**src/hdl/dual_uart_regs.svh**
```systemverilog
/*
 * Register indices, field positions, reset values and timing counts of the
 * two-channel serial front end. Definitions only; included by bare name.
 */
`ifndef DUAL_UART_REGS_SVH
`define DUAL_UART_REGS_SVH

// ==========================================================================
// register indices on the three select lines
`define REG_DATA       3'h0
`define REG_DIV_HI     3'h1
`define REG_FIFO_CTRL  3'h2
`define REG_LINE_CTRL  3'h3
`define REG_MODEM_CTRL 3'h4
`define REG_LINE_STAT  3'h5
`define REG_MODEM_STAT 3'h6
`define REG_ALT_FUNC   3'h7

// ==========================================================================
// field positions
`define LCR_LEN_LO     0
`define LCR_LEN_HI     1
`define LCR_PAR_EN     3
`define LCR_PAR_EVEN   4
`define LCR_DIV_ACCESS 7
`define FCR_RX_FLUSH   1
`define FCR_TX_FLUSH   2
`define FCR_TRIG_LO    6
`define FCR_TRIG_HI    7
`define MCR_LOOPBACK   4
`define LSR_RX_READY   0
`define LSR_OVERRUN    1
`define LSR_PAR_ERR    2
`define LSR_FRAME_ERR  3
`define LSR_TX_EMPTY   5
`define LSR_TX_IDLE    6
`define MSR_CLEAR_SEND 4
`define MSR_CARRIER    7
`define AFR_BOTH_CH    0

// ==========================================================================
// reset values
`define LCR_RESET      8'h03
`define MCR_RESET      8'h00
`define AFR_RESET      8'h00
`define DIV_RESET      16'h0001
`define TRIG_RESET     2'h0

// ==========================================================================
// receive trigger levels in entries, and oversampling points
`define TRIG_LEVEL0    8'h01
`define TRIG_LEVEL1    8'h04
`define TRIG_LEVEL2    8'h08
`define TRIG_LEVEL3    8'h0E
`define OVS_LAST       4'hF
`define OVS_MID        4'h7
`define RX_ENTRY_W     10

`endif

```
**src/hdl/dual_uart_pkg.sv**
```systemverilog
/*
 * Types shared by the two-channel serial front end.
 * Assumes nothing of its surroundings.
 */
package dual_uart_pkg;

	// ======================================================================
	// state machine types and the byte type
	typedef enum logic [0:0] {TX_IDLE, TX_BUSY} tx_state_e;
	typedef enum logic [1:0] {RX_IDLE, RX_START, RX_BITS} rx_state_e;
	typedef logic [7:0] byte_t;

endpackage

```
**src/hdl/dual_uart_host_select.sv**
```systemverilog
/*
 * Two-channel asynchronous serial transceiver with its host bus front end:
 * chip select, channel pick, register select, per-channel line and modem
 * registers, character buffers, bit-rate generators, loopback and DMA
 * request outputs.
 * Assumes a host that holds select lines and data steady around its read
 * and write strobes for at least three clocks; all pins but CLOCK and NRST are asynchronous.
 */
`timescale 1ns/100ps
`default_nettype none
`include "dual_uart_regs.svh"

module dual_uart_host_select
	import dual_uart_pkg::*;
#(
	parameter int FIFO_DEPTH = 16
)
(
	input  wire logic       CLOCK,
	input  wire logic       NRST,
	input  wire logic       CHIP_SEL_N,
	input  wire logic       CHANNEL_PICK,
	input  wire logic       REG_SEL_BIT0,
	input  wire logic       REG_SEL_BIT1,
	input  wire logic       REG_SEL_BIT2,
	input  wire logic       READ_STROBE_N,
	input  wire logic       WRITE_STROBE_N,
	input  wire logic [7:0] DATA_IN,
	output      logic [7:0] DATA_OUT,
	output      logic       DATA_OE_N,
	input  wire logic       CARRIER_DETECT_N_CH_A,
	input  wire logic       CARRIER_DETECT_N_CH_B,
	input  wire logic       CLEAR_TO_SEND_N_CH_A,
	input  wire logic       CLEAR_TO_SEND_N_CH_B,
	input  wire logic       SERIAL_IN_A,
	input  wire logic       SERIAL_IN_B,
	output      logic       SERIAL_OUT_A,
	output      logic       SERIAL_OUT_B,
	output      logic       RX_DMA_REQUEST_A,
	output      logic       RX_DMA_REQUEST_B,
	output      logic       TX_DMA_REQUEST_A,
	output      logic       TX_DMA_REQUEST_B
);

	localparam int CW = $clog2(FIFO_DEPTH) + 1;

	if (FIFO_DEPTH < 16 || (1 << (CW - 1)) != FIFO_DEPTH)
		$error("FIFO_DEPTH must be a power of two of at least 16");

	// ======================================================================
	// pin synchronisers: every pin but CLOCK and NRST passes two flops before use
	localparam int PW = 21;
	logic [PW-1:0] pin_raw;    // all asynchronous pins side by side
	logic [PW-1:0] pin_meta;   // first stage, read only by the second
	logic [PW-1:0] pin;        // second stage, safe to use

	assign pin_raw = {SERIAL_IN_B, SERIAL_IN_A, CLEAR_TO_SEND_N_CH_B,
		CLEAR_TO_SEND_N_CH_A, CARRIER_DETECT_N_CH_B, CARRIER_DETECT_N_CH_A,
		DATA_IN, WRITE_STROBE_N, READ_STROBE_N, REG_SEL_BIT2, REG_SEL_BIT1,
		REG_SEL_BIT0, CHANNEL_PICK, CHIP_SEL_N};

	always_ff @(posedge CLOCK)
	begin
		if (!NRST)
		begin
			pin_meta <= {2'h3, 4'hF, 8'h00, 7'h7F};
			pin      <= {2'h3, 4'hF, 8'h00, 7'h7F};
		end
		else
		begin
			pin_meta <= pin_raw;
			pin      <= pin_meta;
		end
	end

	logic       cs;          // chip selected
	logic       pick_a;      // channel pick high selects channel A
	logic [2:0] reg_sel;     // register index
	logic       rd_on;       // read strobe active under chip select
	logic       wr_on;       // write strobe active under chip select
	byte_t      wdata;       // host write data
	logic [1:0] cd_n;        // carrier detect, index 0 = A
	logic [1:0] cts_n;       // clear to send, index 0 = A
	logic [1:0] ser_in;      // serial inputs, index 0 = A

	assign cs      = !pin[0];
	assign pick_a  = pin[1];
	assign reg_sel = pin[4:2];
	assign rd_on   = cs && !pin[5];
	assign wr_on   = cs && !pin[6];
	assign wdata   = pin[14:7];
	assign cd_n    = pin[16:15];
	assign cts_n   = pin[18:17];
	assign ser_in  = pin[20:19];

	// ======================================================================
	// host access sequencing: a write acts once at strobe start, a read
	// holds its target from start to end so side effects land at the end
	logic       wr_prev;     // write strobe seen last cycle
	logic       rd_prev;     // read strobe seen last cycle
	logic       wr_go;       // one-cycle write pulse
	logic       rd_go;       // one-cycle read start pulse
	logic       rd_end;      // one-cycle read end pulse
	logic       rd_a;        // read targets channel A
	logic [2:0] rd_sel;      // read register index held for the read
	byte_t      alternate_function_reg;         // shared alternate function register
	logic       both;        // concurrent write to both channels

	assign wr_go  = wr_on && !wr_prev;
	assign rd_go  = rd_on && !rd_prev;
	assign rd_end = rd_prev && !rd_on;
	assign both   = alternate_function_reg[`AFR_BOTH_CH];

	always_ff @(posedge CLOCK)
	begin
		if (!NRST)
		begin
			wr_prev <= 1'b0;
			rd_prev <= 1'b0;
		end
		else
		begin
			wr_prev <= wr_on;
			rd_prev <= rd_on;
		end
	end

	// latch the read target when the strobe opens
	always_ff @(posedge CLOCK)
	begin
		if (!NRST)
		begin
			rd_a   <= 1'b0;
			rd_sel <= 3'h0;
		end
		else if (rd_go)
		begin
			rd_a   <= pick_a;
			rd_sel <= reg_sel;
		end
	end

	// alternate function register is shared, so any write reaches it
	always_ff @(posedge CLOCK)
	begin
		if (!NRST)
			alternate_function_reg <= `AFR_RESET;
		else if (wr_go && reg_sel == `REG_ALT_FUNC)
			alternate_function_reg <= wdata;
	end

	byte_t      rd_val [2];  // per-channel read value, index 0 = A
	logic [1:0] ser_out;
	logic [1:0] rx_req;
	logic [1:0] tx_req;

	// ======================================================================
	// one channel per pass; index 0 is channel A, index 1 is channel B
	for (genvar g = 0; g < 2; g++)
	begin : chan
		logic        mine;       // channel pick addresses this channel
		logic        wr_here;    // write lands in this channel
		logic        rd_here;    // read ending here
		byte_t       lcr;        // line control
		byte_t       mcr;        // modem control
		logic [1:0]  trig;       // receive trigger select
		logic [15:0] div;        // bit-rate divisor
		logic [15:0] div_cnt;    // divisor counter
		logic        tick;       // sixteen per bit
		logic [3:0]  len;        // data bits, 5 to 8
		logic        par_en;
		logic        par_even;
		logic        loop;       // internal loopback
		logic        flush_rx;
		logic        flush_tx;

		assign mine     = (g == 0) ? pick_a : !pick_a;
		assign wr_here  = wr_go && (mine || both) && reg_sel != `REG_ALT_FUNC;
		assign rd_here  = rd_end && (rd_a == (g == 0));
		assign len      = 4'h5 + {2'h0, lcr[`LCR_LEN_HI:`LCR_LEN_LO]};
		assign par_en   = lcr[`LCR_PAR_EN];
		assign par_even = lcr[`LCR_PAR_EVEN];
		assign loop     = mcr[`MCR_LOOPBACK];
		assign flush_rx = wr_here && reg_sel == `REG_FIFO_CTRL && wdata[`FCR_RX_FLUSH];
		assign flush_tx = wr_here && reg_sel == `REG_FIFO_CTRL && wdata[`FCR_TX_FLUSH];

		// control registers; divisor reached with the access bit set
		always_ff @(posedge CLOCK)
		begin
			if (!NRST)
			begin
				lcr  <= `LCR_RESET;
				mcr  <= `MCR_RESET;
				trig <= `TRIG_RESET;
				div  <= `DIV_RESET;
			end
			else if (wr_here)
			begin
				unique case (reg_sel)
					`REG_DATA:       if (lcr[`LCR_DIV_ACCESS]) div[7:0] <= wdata;
					`REG_DIV_HI:     if (lcr[`LCR_DIV_ACCESS]) div[15:8] <= wdata;
					`REG_FIFO_CTRL:  trig <= wdata[`FCR_TRIG_HI:`FCR_TRIG_LO];
					`REG_LINE_CTRL:  lcr <= wdata;
					`REG_MODEM_CTRL: mcr <= wdata;
					default:         ;               // status is read only
				endcase
			end
		end

		// own rate generator; a zero divisor halts the channel
		always_ff @(posedge CLOCK)
		begin
			if (!NRST)
			begin
				div_cnt <= 16'h0000;
				tick    <= 1'b0;
			end
			else if (div_cnt + 16'h0001 >= div)
			begin
				div_cnt <= 16'h0000;
				tick    <= (div != 16'h0000);
			end
			else
			begin
				div_cnt <= div_cnt + 16'h0001;
				tick    <= 1'b0;
			end
		end

		// transmit buffer; a write to a full buffer is not taken
		logic          tx_in_ready;
		logic          tx_valid;
		logic          tx_take;
		byte_t         tx_byte;
		logic [CW-1:0] tx_count;
		tx_state_e     tx_state;
		logic [10:0]   tx_sr;      // start, data, parity, stop
		logic [3:0]    tx_left;    // bits still to send
		logic [3:0]    tx_ovs;     // sub-bit tick count
		logic          tx_line;

		assign tx_take = (tx_state == TX_IDLE) && tx_valid;

		byte_fifo #(.WIDTH(8), .DEPTH(FIFO_DEPTH)) tx_fifo
		(
			.clk       (CLOCK),
			.nrst      (NRST),
			.flush     (flush_tx),
			.in_valid  (wr_here && reg_sel == `REG_DATA && !lcr[`LCR_DIV_ACCESS]),
			.in_ready  (tx_in_ready),
			.in_data   (wdata),
			.out_valid (tx_valid),
			.out_ready (tx_take),
			.out_data  (tx_byte),
			.count     (tx_count)
		);

		// frame builder: low start bit, data LSB first, parity, high stop
		function automatic logic [11:0] frame(input byte_t d, input logic [3:0] n,
			input logic pe, input logic ev);
			logic [11:0] f;
			logic        p;
			f = 12'hFFE;
			p = ev ? 1'b0 : 1'b1;
			for (int i = 0; i < 8; i++)
			begin
				if (i < n)
				begin
					f[i+1] = d[i];
					p      = p ^ d[i];
				end
			end
			if (pe)
				f[n+1] = p;
			return f;
		endfunction

		// transmitter: loads a whole frame and shifts it at the bit rate
		always_ff @(posedge CLOCK)
		begin
			if (!NRST)
			begin
				tx_state <= TX_IDLE;
				tx_sr    <= 11'h7FF;
				tx_left  <= 4'h0;
				tx_ovs   <= 4'h0;
			end
			else
			begin
				unique case (tx_state)
					TX_IDLE:
						if (tx_valid)
						begin
							tx_sr    <= 11'(frame(tx_byte, len, par_en, par_even));
							tx_left  <= len + 4'h2 + {3'h0, par_en};
							tx_ovs   <= 4'h0;
							tx_state <= TX_BUSY;
						end
					TX_BUSY:
						if (tick)
						begin
							tx_ovs <= tx_ovs + 4'h1;
							if (tx_ovs == `OVS_LAST)
							begin
								tx_sr   <= {1'b1, tx_sr[10:1]};
								tx_left <= tx_left - 4'h1;
								if (tx_left == 4'h1)
									tx_state <= TX_IDLE;
							end
						end
				endcase
			end
		end

		assign tx_line = (tx_state == TX_BUSY) ? tx_sr[0] : 1'b1;
		assign ser_out[g] = loop ? 1'b1 : tx_line;   // line idles in loopback
		assign tx_req[g]  = (tx_count == '0);

		// receiver: start found on a falling line, checked mid-bit
		logic                   rx_line;
		rx_state_e              rx_state;
		logic [3:0]             rx_ovs;
		logic [3:0]             rx_bit;
		logic [9:0]             rx_bits;
		logic                   rx_push;
		logic [`RX_ENTRY_W-1:0] rx_entry;  // {framing, parity, data}
		logic                   rx_in_ready;
		logic                   rx_valid;
		logic [`RX_ENTRY_W-1:0] rx_head;
		logic [CW-1:0]          rx_count;
		logic                   overrun;
		logic [3:0]             rx_last;   // index of the stop bit
		byte_t                  rx_data;
		logic                   rx_perr;

		assign rx_line = loop ? tx_line : ser_in[g];
		assign rx_last = len + {3'h0, par_en};
		assign rx_data = rx_bits[7:0] & ~(8'hFF << len);
		assign rx_perr = par_en && (rx_bits[len] != (^rx_data ^ !par_even));
		assign rx_push = (rx_state == RX_BITS) && tick && rx_ovs == `OVS_LAST
			&& rx_bit == rx_last;
		assign rx_entry = {!rx_line, rx_perr, rx_data};

		always_ff @(posedge CLOCK)
		begin
			if (!NRST)
			begin
				rx_state <= RX_IDLE;
				rx_ovs   <= 4'h0;
				rx_bit   <= 4'h0;
				rx_bits  <= 10'h000;
			end
			else
			begin
				unique case (rx_state)
					RX_IDLE:
						if (!rx_line)
						begin
							rx_ovs   <= 4'h0;
							rx_state <= RX_START;
						end
					RX_START:
						if (tick)
						begin
							rx_ovs <= rx_ovs + 4'h1;
							if (rx_ovs == `OVS_MID)  // glitch returns to idle
							begin
								rx_ovs   <= 4'h0;
								rx_bit   <= 4'h0;
								rx_state <= rx_line ? RX_IDLE : RX_BITS;
							end
						end
					RX_BITS:
						if (tick)
						begin
							rx_ovs <= rx_ovs + 4'h1;
							if (rx_ovs == `OVS_LAST)
							begin
								rx_bits[rx_bit] <= rx_line;
								rx_bit          <= rx_bit + 4'h1;
								if (rx_bit == rx_last)
									rx_state <= RX_IDLE;
							end
						end
					default:
						rx_state <= RX_IDLE;
				endcase
			end
		end

		// a host data read pops at the end of its strobe
		byte_fifo #(.WIDTH(`RX_ENTRY_W), .DEPTH(FIFO_DEPTH)) rx_fifo
		(
			.clk       (CLOCK),
			.nrst      (NRST),
			.flush     (flush_rx),
			.in_valid  (rx_push),
			.in_ready  (rx_in_ready),
			.in_data   (rx_entry),
			.out_valid (rx_valid),
			.out_ready (rd_here && rd_sel == `REG_DATA && !lcr[`LCR_DIV_ACCESS]),
			.out_data  (rx_head),
			.count     (rx_count)
		);

		// overrun: a character lost to a full buffer; set beats clear
		always_ff @(posedge CLOCK)
		begin
			if (!NRST)
				overrun <= 1'b0;
			else if (rx_push && !rx_in_ready)
				overrun <= 1'b1;
			else if (rd_here && rd_sel == `REG_LINE_STAT)
				overrun <= 1'b0;
		end

		// receive request once the chosen level is reached
		always_comb
		begin
			unique case (trig)
				2'h0: rx_req[g] = rx_count >= CW'(`TRIG_LEVEL0);
				2'h1: rx_req[g] = rx_count >= CW'(`TRIG_LEVEL1);
				2'h2: rx_req[g] = rx_count >= CW'(`TRIG_LEVEL2);
				2'h3: rx_req[g] = rx_count >= CW'(`TRIG_LEVEL3);
			endcase
		end

		// read value for the index the host holds now, so the first
		// driven cycle already carries the right register
		always_comb
		begin
			rd_val[g] = 8'h00;
			unique case (reg_sel)
				`REG_DATA:
					rd_val[g] = lcr[`LCR_DIV_ACCESS] ? div[7:0] : rx_head[7:0];
				`REG_DIV_HI:     rd_val[g] = lcr[`LCR_DIV_ACCESS] ? div[15:8] : 8'h00;
				`REG_FIFO_CTRL:  rd_val[g] = 8'(rx_count);
				`REG_LINE_CTRL:  rd_val[g] = lcr;
				`REG_MODEM_CTRL: rd_val[g] = mcr;
				`REG_LINE_STAT:
				begin
					rd_val[g][`LSR_RX_READY]  = rx_valid;
					rd_val[g][`LSR_OVERRUN]   = overrun;
					rd_val[g][`LSR_PAR_ERR]   = rx_valid && rx_head[8];
					rd_val[g][`LSR_FRAME_ERR] = rx_valid && rx_head[9];
					rd_val[g][`LSR_TX_EMPTY]  = tx_in_ready && tx_count == '0;
					rd_val[g][`LSR_TX_IDLE]   = tx_count == '0 && tx_state == TX_IDLE;
				end
				`REG_MODEM_STAT:
				begin
					rd_val[g][`MSR_CLEAR_SEND] = !cts_n[g];
					rd_val[g][`MSR_CARRIER]    = !cd_n[g];
				end
				`REG_ALT_FUNC:   rd_val[g] = alternate_function_reg;
			endcase
		end
	end

	// ======================================================================
	// read data register; bus released whenever no read is under way
	always_ff @(posedge CLOCK)
	begin
		if (!NRST)
			DATA_OUT <= 8'h00;
		else if (rd_on)
			DATA_OUT <= pick_a ? rd_val[0] : rd_val[1];
	end

	assign DATA_OE_N        = !(rd_on && rd_prev);
	assign SERIAL_OUT_A     = ser_out[0];
	assign SERIAL_OUT_B     = ser_out[1];
	assign RX_DMA_REQUEST_A = rx_req[0];
	assign RX_DMA_REQUEST_B = rx_req[1];
	assign TX_DMA_REQUEST_A = tx_req[0];
	assign TX_DMA_REQUEST_B = tx_req[1];

endmodule

`default_nettype wire

```
**src/hdl/fifo_ram.sv**
```systemverilog
/*
 * Small dual-address memory for the character buffers: one write port,
 * one registered read port with write-first bypass.
 * Assumes a single clock shared with its user.
 */
`timescale 1ns/100ps
`default_nettype none

module fifo_ram
#(
	parameter int WIDTH = 8,
	parameter int DEPTH = 16
)
(
	input  wire logic                     clk,
	input  wire logic                     we,
	input  wire logic [$clog2(DEPTH)-1:0] waddr,
	input  wire logic [WIDTH-1:0]         wdata,
	input  wire logic [$clog2(DEPTH)-1:0] raddr,
	output      logic [WIDTH-1:0]         rdata
);

	logic [WIDTH-1:0] mem [DEPTH];  // storage, no reset needed

	// ======================================================================
	// write port
	always_ff @(posedge clk)
	begin
		if (we)
			mem[waddr] <= wdata;
	end

	// bypass so that a word written to an empty buffer is seen next cycle
	always_ff @(posedge clk)
	begin
		if (we && waddr == raddr)
			rdata <= wdata;
		else
			rdata <= mem[raddr];
	end

endmodule

`default_nettype wire

```
**src/hdl/byte_fifo.sv**
```systemverilog
/*
 * First-in first-out buffer with valid/ready on both sides and a flush.
 * Assumes one clock and a synchronous active-low reset.
 */
`timescale 1ns/100ps
`default_nettype none

module byte_fifo
#(
	parameter int WIDTH = 8,
	parameter int DEPTH = 16
)
(
	input  wire logic                     clk,
	input  wire logic                     nrst,
	input  wire logic                     flush,
	input  wire logic                     in_valid,
	output      logic                     in_ready,
	input  wire logic [WIDTH-1:0]         in_data,
	output      logic                     out_valid,
	input  wire logic                     out_ready,
	output      logic [WIDTH-1:0]         out_data,
	output      logic [$clog2(DEPTH):0]   count
);

	localparam int AW = $clog2(DEPTH);

	if (DEPTH < 2 || (1 << AW) != DEPTH)
		$error("byte_fifo depth must be a power of two");

	logic [AW:0] wp;       // write pointer with wrap bit
	logic [AW:0] rp;       // read pointer with wrap bit
	logic [AW:0] next_rp;  // read pointer after this cycle
	logic        push;
	logic        pop;

	assign count     = wp - rp;
	assign in_ready  = (count != (AW+1)'(DEPTH));
	assign out_valid = (count != '0);
	assign push      = in_valid && in_ready && !flush;
	assign pop       = out_valid && out_ready && !flush;
	assign next_rp   = flush ? '0 : (pop ? rp + 1'b1 : rp);

	// ======================================================================
	// pointers; flush empties without touching the memory
	always_ff @(posedge clk)
	begin
		if (!nrst || flush)
			wp <= '0;
		else if (push)
			wp <= wp + 1'b1;
	end

	always_ff @(posedge clk)
	begin
		if (!nrst)
			rp <= '0;
		else
			rp <= next_rp;
	end

	// read data leaves a register, addressed ahead by the next pointer
	fifo_ram #(.WIDTH(WIDTH), .DEPTH(DEPTH)) ram
	(
		.clk   (clk),
		.we    (push),
		.waddr (wp[AW-1:0]),
		.wdata (in_data),
		.raddr (next_rp[AW-1:0]),
		.rdata (out_data)
	);

endmodule

`default_nettype wire

```
**config.mk**
```make
export PLATFORM = sky130hd
export DESIGN_NAME = dual_uart_host_select
export DESIGN_NICKNAME = d
export VERILOG_FILES = /design/src/hdl/dual_uart_pkg.sv /design/src/hdl/dual_uart_host_select.sv /design/src/hdl/fifo_ram.sv /design/src/hdl/byte_fifo.sv
export VERILOG_INCLUDE_DIRS = /design/src /design/src/hdl
export SDC_FILE = /design/constraint.sdc
export NUM_CORES = 1
export LEC_CHECK = 0
export ABC_AREA = 0
export BUFFER_PORTS_ARGS = -buffer_cell sky130_fd_sc_hd__buf_4
export CAP_MARGIN = 20
export CORE_MARGIN = 2
export CORE_UTILIZATION = 50
export DETAILED_ROUTE_END_ITERATION = 8
export GPL_TIMING_DRIVEN = 0
export PLACE_DENSITY = 0.69
export RECOVER_POWER = 25
export REMOVE_ABC_BUFFERS = 1
export SYNTH_ARGS = -nofsm -noshare
export SYNTH_HDL_FRONTEND = slang
export SYNTH_HIERARCHICAL = 1
export SYNTH_SLANG_ARGS = --single-unit
```
**constraint.sdc**
```tcl
create_clock -name CLOCK -period 4.38 [get_ports CLOCK]
set_input_delay 0.219 -clock CLOCK [delete_from_list [all_inputs] [get_ports CLOCK]]
set_output_delay 0.219 -clock CLOCK [all_outputs]
set_load 0.01 [all_outputs]
```
-- After elaboration in Yosys (flattened, before gate mapping)
Memory sizes are Yosys's and may differ from the RTL's. A register that Yosys moved wholly into a read port is not among the register bits.
Index checks and enable logic that the tools add are counted.
- output and inout port bits: 15
- memories kept: 4
- input bits: 23
- bits in writable memories: 576
- register bits after elaboration: 288
- word-level logic and storage cells: 614
- memory list (memory ; depth ; width ; read ports ; clocked after Yosys merged registers in ; wr ports ; line ; source):
    chan[0].rx_fifo.ram.mem ; 16 ; 10 ; 1 ; 1 ; 1 ; fifo_ram.sv:23 ; logic [WIDTH-1:0] mem [DEPTH];
    chan[1].rx_fifo.ram.mem ; 16 ; 10 ; 1 ; 1 ; 1 ; fifo_ram.sv:23 ;
    chan[0].tx_fifo.ram.mem ; 16 ; 8 ; 1 ; 1 ; 1 ; fifo_ram.sv:23 ;
    chan[1].tx_fifo.ram.mem ; 16 ; 8 ; 1 ; 1 ; 1 ; fifo_ram.sv:23 ;
- add/subtract/negate cells: 32
- muxes and demuxes: 257
- bitwise operators: 26
- shift-type cells: 2
- reductions and logical operators: 152
- magnitude comparators: 36
- equality and inequality tests: 53
- operators with widths (cell ; count):
    $mux 1 ; 162
    $mux 4 ; 34
    $mux 11 ; 8
    $logic_and 1x1->1 ; 69
    $pmux 4 s7 ; 2
    $pmux 4 s2 ; 6
    $pmux 11 s2 ; 2
    $add 5x1->5 const B ; 8
    $mux 8 ; 5
    $add 16x1->16 const B ; 2
    $ge 16x16->1 ; 2
    $lt 3x4->1 const A ; 8
    $reduce_bool 16->1 ; 2
    $mux 2 ; 14
    $logic_not 1->1 ; 25
    $add 4x1->4 const B ; 6
    $bwmux 12 ; 2
    $pmux 2 s6 ; 2
    $pmux 4 s3 ; 2
    $reduce_and 3->1 ; 8
    $bwmux 10 ; 2
    $ge 5x1->1 const B ; 4
    $ge 5x4->1 const B ; 4
    $lt 4x5->1 const B ; 4
    50 further kinds ; 175

-- Depth between registers and ports, before layout
Gate-level depths: netlist of run 1.
- depth in word-level cells: 45
- depth in mapped cells: 16

-- Modules after synthesis
Netlist of run 1, hierarchy kept.
- modules (own cells, without submodules) (module ; area each (sq um) ; instances ; cells each ; seq. area each (sq um)):
    dual_uart_host_select ; 12976.2 ; 1 ; 1484 ; 4964.8
    fifo_ram (chan[0].rx_fifo.ram ...) ; 6233.5 ; 2 ; 273 ; 4884.7
    fifo_ram (chan[0].tx_fifo.ram ...) ; 5067.4 ; 2 ; 225 ; 3923.8
    byte_fifo ; 785.8 ; 4 ; 99 ; 200.2

-- Least setup slack after synthesis of run 1
Ideal clock, no wire load.
- path type: flip-flop to flip-flop
- start point: register chan[1].lcr[0]
- end point: memory chan[1].rx_fifo/ram/mem[0][0] (netlist name) (enable)
- setup slack: 598 ps
- data required time: 3990 ps
- stages on the path, launching flop included: 12
- arrival time: 3392 ps
- cells stage by stage: dfxtp_1 -> inv_1 -> ha_1 -> inv_1 -> fa_1 -> xor2_1 -> o211ai_1 -> nor2_1 -> nand2_1 -> nor2_1 -> or3b_1 -> nor3_1
- longest elaborated chain between the ends: 8
- RTL lines (element ; line ; source):
    start: declaration ; dual_uart_host_select.sv:164 ; byte_t lcr;
    start signal: assignment ; dual_uart_host_select.sv:192 ; lcr <= `LCR_RESET;
    start signal: assignment ; dual_uart_host_select.sv:203 ; `REG_LINE_CTRL: lcr <= wdata;
    $add 3x2->4 ; dual_uart_host_select.sv:180 ; assign len = 4'h5 + {2'h0, lcr[`LCR_LEN_HI:`LCR_LEN_LO]};
    $add 4x1->4 ; dual_uart_host_select.sv:337 ; assign rx_last = len + {3'h0, par_en};
    $eq 4x4->1 ; dual_uart_host_select.sv:341 ; && rx_bit == rx_last;
    $logic_and 1x1->1 ; dual_uart_host_select.sv:340 ; assign rx_push = (rx_state == RX_BITS) && tick && rx_ovs == `OVS_LAST
    via chan[1].rx_push ; dual_uart_host_select.sv:325 ; logic rx_push;
    $logic_and 1x1->1 (2 in a row) ; byte_fifo.sv:40 ; assign push = in_valid && in_ready && !flush;
    via chan[1].rx_fifo.push ; byte_fifo.sv:34 ; logic push;
    $mux 1 ; fifo_ram.sv:29 ; if (we)
    $mux 1 (not written as such) ; fifo_ram.sv:30 ; mem[waddr] <= wdata;
    end: declaration ; fifo_ram.sv:23 ;
The timed path passes the listed nets, and every way through them passes these cells.

-- Final worst setup path of run 1
- start point: register chan[0].lcr[0]
- end point: memory chan[0].rx_fifo/ram/mem[0][7] (netlist name) (enable)
- longest elaborated chain between the ends: 8
- RTL lines (element ; line):
    start: declaration ; dual_uart_host_select.sv:164
    start signal: assignment ; dual_uart_host_select.sv:192
    start signal: assignment ; dual_uart_host_select.sv:203
    $add 3x2->4 ; dual_uart_host_select.sv:180
    $add 4x1->4 ; dual_uart_host_select.sv:337
    $eq 4x4->1 ; dual_uart_host_select.sv:341
    $logic_and 1x1->1 ; dual_uart_host_select.sv:340
    via chan[0].rx_push ; dual_uart_host_select.sv:325
    $logic_and 1x1->1 (2 in a row) ; byte_fifo.sv:40
    via chan[0].rx_fifo.push ; byte_fifo.sv:34
    $mux 1 ; fifo_ram.sv:29
    $mux 1 (not written as such) ; fifo_ram.sv:30
    end: declaration ; fifo_ram.sv:23
The timed path passes the listed nets, and every way through them passes these cells.

==> results of run 1 <==
## layout make-up
| cell class | count | area share (%) |
|---|---|---|
| Timing Repair Buffer | 100 | 2.140 |
| Inverter | 104 | 0.9106 |
| Clock inverter | 34 | 0.7453 |
| Sequential cell | 880 | 54.23 |
| Tap cell | 1040 | 3.016 |
| Clock buffer | 129 | 5.727 |
| Multi-Input combinational cell | 1753 | 33.23 |
## kinds of logic (layout without fill, tap and decap cells)
family / Yosys count / count (layout) / synth area share [%]
flops: 880 / 880 / 60.39
fa+ha+maj: 105 / 105 / 3.509
simple gates: 844 / 844 / 10.89
mux: 288 / 288 / 12.69
buf+inv: 243 / 367 / 2.895
xor+xnor: 84 / 84 / 2.049
compound gates: 432 / 432 / 7.581
## worst max-delay path, stage by stage (launching register included)
cell     delay [ns]
dfxtp_1        0.54
inv_1          0.23
ha_1           0.26
inv_1          0.09
fa_1           0.45
xor2_1         0.15
nand3_1        0.33
nor2_4         0.32
nand2_1        0.16
nor2_1         0.23
or3b_1         0.55
nor3_4         0.37
buf_6          0.20
## report_power, final
part | internal [W] | leakage, nW | switching, W | total (W)
Combinational | 0.00101 | 6.22 | 0.00128 | 0.00229
Sequential | 0.00895 | 8.14 | 0.000304 | 0.00926
Clock | 0.00417 | 1.37 | 0.00313 | 0.00730
## cell usage after synthesis (9+ instances only)
cell      instances  share of area [%]
a22oi_1          85                1.6
o22ai_1          15               0.24
a41o_1           12               0.31
o21ai_0          76               0.98
nand3b_1         21               0.41
mux2i_1         135                3.5
a21o_1           21               0.41
xnor2_1          52                1.2
nand2b_1         52               0.84
or3_1            15               0.24
buf_6             9               0.26
edfxtp_1        576                 45
buf_4             9               0.17
ha_1             99                3.2
dfxtp_1         304                 16
clkbuf_1         71               0.69
nor2b_1          52               0.84
mux4_1           52                3.5
a21oi_1         101                1.3
buf_2            20               0.26
buf_1            20               0.19
nand3_1          63               0.81
and2_1           38               0.61
nor2_1          247                2.4
mux4_2           94                5.5
nand2_1         206                2.0
nand4_1          22               0.36
and3_1           26               0.42
nor4_1            9               0.15
a211oi_1         21               0.41
nor3_1           37               0.48
xor2_1           26               0.59
a31oi_1          25               0.40
inv_1            98               0.95
## cell usage in the layout (no fill, tap or decap), drive strengths merged, types with 26 or more instances in the layout
cell type / Yosys / routed
a21oi: 101 / 101
and3: 26 / 26
clkbuf: 71 / 135
a22oi: 85 / 85
buf: 62 / 73
mux4: 146 / 146
mux2i: 135 / 135
nor3: 39 / 39
xnor2: 52 / 52
nand2b: 52 / 52
nand2: 206 / 206
edfxtp: 576 / 576
inv: 104 / 107
dfxtp: 304 / 304
nand3: 66 / 66
o21ai: 77 / 77
xor2: 30 / 30
ha: 99 / 99
nor2b: 53 / 53
and2: 40 / 40
nor2: 248 / 248
## per-layer routing
layer  up-vias  GRT usage [%]  part of all wire [%]
met2       693          36.09                    48
met1     11830          29.83                    44
met3       137          2.825                   5.4
met4         0          6.241                   2.2
li1      10970              -                     -
met5         -              0                     0
## path summary, 6_finish.rpt
| path | depth (start not counted) | startpoint | slack (ns) | endpoint |
|---|---|---|---|---|
| max | 12 | chan[0].lcr[0] | 0.20 | chan[0].rx_fifo/ram/mem[0][7] |
| min | 3 | SERIAL_IN_B | 0.31 | pin_meta[20] |
| max reg2reg | 12 | chan[0].lcr[0] | 0.20 | chan[0].rx_fifo/ram/mem[0][7] |
| min reg2reg | 1 | pin_meta[20] | 0.40 | pin[20] |
## metrics by stage
step | total power (W) | util [%]
floorplan | 0.01095 | -
global placement | 0.01154 | 51.33
detailed placement | 0.01170 | 51.92
CTS | 0.01896 | 55.84
global route | 0.01952 | 55.97
finish | 0.01884 | 55.97
## what timing repair did
action,4_1_cts,5_1_grt
setup endpoints to repair,158,187
gates resized for setup,7,16
endpoints found under the hold margin,21,0
hold buffers,21,0
==> reports/results.ini, run 1 <==
[finish]
nets=3055
post-route-cell-area_sq_um=43150
drive_above_1_share_pct=12.87
fin_cells=4040
largest_reg_flops=320
multi_input_area_sq_um=14340
fill_cells=6167
reg_top3=chan.rx_fifo/ram/mem x320, chan.tx_fifo/ram/mem x256
regArea_sq_um=23400
syn_to_final_growth_pct=11.43
n_antenna_cell=0
regMostFlops=chan.rx_fifo/ram/mem

[sta]
finalCriticalPeriod_ns=4.184
fin_ws_ns=0.1961
rsz0062_at_grt=true
tns_ns=0
relSlewSlack_pct=-51.74
tightestPinTransition_ns=2.276
hold_viol=0
finalMaxSlewViolations=268
fin_crit_sh_pct=95.52
max_freq_mhz=239.0
setup_viol=0
fin_worst_skew_ns=0.03447
hold_slack_ns=0.3131

[routing]
wire_per_inst_um=21.23
drtIter0Drc=2107
viasPerCell=5.848
ant_nets=0
drc_errors=0
dr.pass1.iters=5
vias=23630
wl_um=85780

[logic_synthesis]
ys_types=90
async_reset_ff_share_pct=0
syn_inst=2876
synth_edf_count=576
synth_area_sq_um=38720
avgSynthCellArea_sq_um=13.46
synth_ff_type=edfxtp_1
yosys_warnings=6
seq_area_frac_synth_pct=60.39
ys_seq_elements=880

[clock_tree]
cts_tree=done
cts-root-buf=clkbuf_16
cts_buffers=88
cts_max_level=3
clock_latency_ns=0.65
cts_buffer_depth=3
clock_sinks=880
clk_pin_slew_ns=0.06
cts_setup_buffers=0

[hold_path]
hold_class=input pin to flop

[run_status]
status=finished, violations left
violations=max-capacitance violations, max-slew violations

[run]
cap_violations=6

[pwr]
p_leak_nw=15.73
ir_drop_mv=0.2657
pwr_density_cell_nw_per_um2=436.7

[global_routing]
grt_pass1_vias=23560
antenna_found_initial=0
grt_overflow=0
grt_first_pass_wirelength_um=133300
grt_max_degree=89
gr-usage-all-layers_pct=21.63

[worst_setup_path]
critPathCaptureType=flop
cp.arrival_ns=4.51
crit_fanout=7
critPathRequiredTime_ns=4.71
crit_path_start_kind=flop
critical_path_class=flop to flop

[die]
start_util_pct=50.23
chipWidth_um=282.3
core_area_sq_um=77080
ios=38
dieHeight_um=282.3
std_cell_rows=102
die-area_sq_um=79680

[place]
place_inst=3841
pre_cts_slack_ns=-0.3073
io_buffer_count=37
placed_cell_area_sq_um=40020
hpwl_um=56280
globalplace.congestion=0.8562

Note: power is estimated with default switching activity, not from simulation.
==> run 2, diff against run 1 <==
--- a/config.mk
+++ b/config.mk
@@ -7,11 +7,10 @@
 export NUM_CORES = 1
 export LEC_CHECK = 0
 export ABC_AREA = 0
-export BUFFER_PORTS_ARGS = -buffer_cell sky130_fd_sc_hd__buf_4
 export CAP_MARGIN = 20
-export CORE_MARGIN = 2
 export CORE_UTILIZATION = 50
 export DETAILED_ROUTE_END_ITERATION = 8
+export DONT_BUFFER_PORTS = 1
 export GPL_TIMING_DRIVEN = 0
 export PLACE_DENSITY = 0.69
 export RECOVER_POWER = 25
==> reports/results.ini, run 2 (same netlist as run 1, synthesis figures left out) <==
[pwr]
p_sw_share_pct=24.87  ; -0.15 points
power.internal_w=0.01461  ; +3.4%
power_frac_comb_pct=11.5  ; -0.7 points
p_leak_nw=15.68  ; -0.32%
pwr-share-clk_pct=40.9  ; +2.2 points
pwr_density_cell_nw_per_um2=450.0  ; +3.0%
p_seq_share_pct=47.6  ; -1.5 points
ir_drop_mv=0.5052  ; +90%
p_sw_w=0.004837  ; +2.6%

[run_status]
violations=max-capacitance violations, max-slew violations
status=finished, violations left

[global_routing]
grt_max_degree=86  ; -3.4%
grt_pass1_vias=23750  ; +0.82%
gr-usage-all-layers_pct=22.04  ; +0.41 points
antenna_found_initial=0  ; unchanged
grt_first_pass_wirelength_um=135000  ; +1.3%
grt_overflow=0  ; unchanged

[die]
dieHeight_um=280.3  ; -0.71%
start_util_pct=50.73  ; +0.50 points
core_area_sq_um=76330  ; -0.98%
chipWidth_um=280.3  ; -0.71%
die-area_sq_um=78560  ; -1.4%
std_cell_rows=101  ; -0.98%
ios=38  ; unchanged

[worst_setup_path]
r2r_slack_ns=0.16  ; -0.03 ns
critical_path_class=flop to flop
critPathCaptureType=flop
r2r-start=chan[1].lcr[0]
cp.arrival_ns=4.48  ; -0.03 ns
reg2reg_to=chan[1].rx_fifo/ram/mem[7][8]
crit_fanout=10  ; +3
critPathRequiredTime_ns=4.65  ; -0.06 ns
crit_path_start_kind=flop
r2r_cells=11  ; -1

[finish]
final_cell_mix=edfxtp_1 (576), dfxtp_1 (292), nor2_1 (228)
post-route-cell-area_sq_um=43220  ; +0.18%
reg_top3=chan.rx_fifo/ram/mem x320, chan.tx_fifo/ram/mem x256
layout_commonest_cell=edfxtp_1
nets=3017  ; -1.2%
fill_cells=6052  ; -1.9%
n_antenna_cell=0  ; unchanged
regMostFlops=chan.rx_fifo/ram/mem
largest_reg_flops=320  ; unchanged
drive_above_1_share_pct=12.41  ; -0.46 points
final_util_pct=56.63  ; +0.66 points
syn_to_final_growth_pct=11.63

[sta]
finalCriticalPeriod_ns=4.217  ; +0.03282 ns
hold_viol=0  ; unchanged
fin_crit_sh_pct=96.27  ; +0.75 points
tightestPinTransition_ns=2.427  ; +0.1507 ns
max_freq_mhz=237.1  ; -0.78%
finalMaxSlewViolations=256  ; -4.5%
fin_ws_ns=0.1632  ; -0.03282 ns
rsz0062_at_grt=true
hold_slack_ns=0.1953  ; -0.1177 ns
setup_viol=0  ; unchanged
fin_worst_skew_ns=0.03969  ; +0.005213 ns
relSlewSlack_pct=-61.79  ; -10 points

[hold_path]
hold_start=CHIP_SEL_N
whs_path_depth=2  ; -1
min_to=pin_meta[0]
hold_class=input pin to flop

[routing]
routed-wl-met2_um=41360  ; -0.49%
route.met3.wl_um=5534  ; +19%
wire_per_inst_um=21.42  ; +0.88%
wl_met1_um=36670  ; -2.6%
dr.pass1.iters=5  ; unchanged
drtIter0Drc=2002  ; -5.0%
wl_um=85570  ; -0.24%
drc_errors=0  ; unchanged
ant_nets=0  ; unchanged
vias=23690  ; +0.27%
routed.top_layer=met4
viasPerCell=5.930  ; +1.4%

[clock_tree]
clock_sinks=880  ; unchanged
cts_max_level=3  ; unchanged
cts_buffers=89  ; +1.1%
cts_tree=done
clock_latency_ns=0.65  ; about the same
cts-root-buf=clkbuf_16
cts_buffer_depth=3  ; unchanged
clk_pin_slew_ns=0.06  ; about the same

[place]
pre_cts_slack_ns=-0.3389  ; -0.03156 ns
placed_cell_area_sq_um=39710  ; -0.78%
io_buffer_count=0  ; -100%
hpwl_um=56240  ; about the same
globalplace.congestion=0.8537  ; -0.29%

[run]
cap_violations=5  ; -1

## run 2: cell count changes in the layout (fill, tap and decap cells not counted), sizes merged
cell and change:
clkinvlp +6, dlygate4sd3 +2, clkbuf -11, clkinv -2
inv +2, buf -38, bufinv +6
## run 2: critical path, stage by stage (launching register included)
cell      delay, ns
dfxtp_1        0.56
inv_1          0.22
ha_1           0.26
inv_1          0.09
fa_1           0.45
xor2_1         0.15
o211ai_1       0.27
nor2_2         0.35
nand2_1        0.17
nor2_1         0.27
nand3b_1       0.21
nor2_1         0.84
## run 2: worst max path at each step
stage / from / to / slack (ns) / depth (start not counted)
3_5_place_dp: chan[1].lcr[0] / chan[1].rx_fifo/ram/mem[3][3] / -0.34 / 11
2_1_floorplan: chan[1].lcr[0] / chan[1].rx_fifo/ram/mem[0][0] / 0.60 / 11
6_report: chan[1].lcr[0] / chan[1].rx_fifo/ram/mem[7][8] / 0.16 / 11
4_1_cts: chan[0].lcr[0] / chan[0].rx_fifo/ram/mem[0][9] / 0.007 / 12
3_3_place_gp: chan[1].lcr[0] / chan[1].rx_fifo/ram/mem[0][3] / -0.73 / 11
5_1_grt: chan[1].lcr[0] / chan[1].rx_fifo/ram/mem[5][5] / -0.12 / 11
## run 2: stage by stage
| stage | std cells | total power [W] | setup TNS [ns] |
|---|---|---|---|
| 2_1_floorplan | 2737 | 0.01095 | 0 |
| 3_3_place_gp | 3767 | 0.01147 | -59.52 |
| 3_5_place_dp | 3793 | 0.01162 | -16.57 |
| 4_1_cts | 3984 | 0.01956 | 0 |
| 5_1_grt | 3995 | 0.02015 | -3.155 |
| 6_report | 3995 | 0.01945 | 0 |
## run 2: what timing repair did
item	4_1_cts	5_1_grt
buffers inserted	0	2
hold buffers	24	0
setup endpoints to repair	85	260
hold endpoints to repair	115	0
pin swaps	0	1
gates resized for setup	11	21
## run 2: power by group through the flow
stage | logic, W | clock network [W] | registers, W
after floorplan | 0.00156 | 0 | 0.00939
after global placement | 0.00196 | 0 | 0.00952
after detailed placement | 0.00219 | 0 | 0.00943
after CTS | 0.00224 | 0.00806 | 0.00926
after global routing | 0.00246 | 0.00840 | 0.00929
final | 0.00224 | 0.00795 | 0.00925
## run 2: area by class of cell
| class | count | area (sq um) | area share [%] |
|---|---|---|---|
| clock buffers | 121 | 2532 | 5.859 |
| clock inverters | 46 | 588.1 | 1.361 |
| inverters | 104 | 392.9 | 0.9090 |
| multi-input cells | 1753 | 14370 | 33.25 |
| flip-flops and latches | 880 | 23400 | 54.14 |
| well taps | 1030 | 1289 | 2.982 |
| repair buffers | 61 | 650.6 | 1.505 |
## run 2: layer usage
metal  vias to the layer above  track usage (%)
met5                         -                0
met4                         0            6.964
met3                       145            3.855
met2                       789            36.17
met1                     11870            29.86
li1                      10880                -
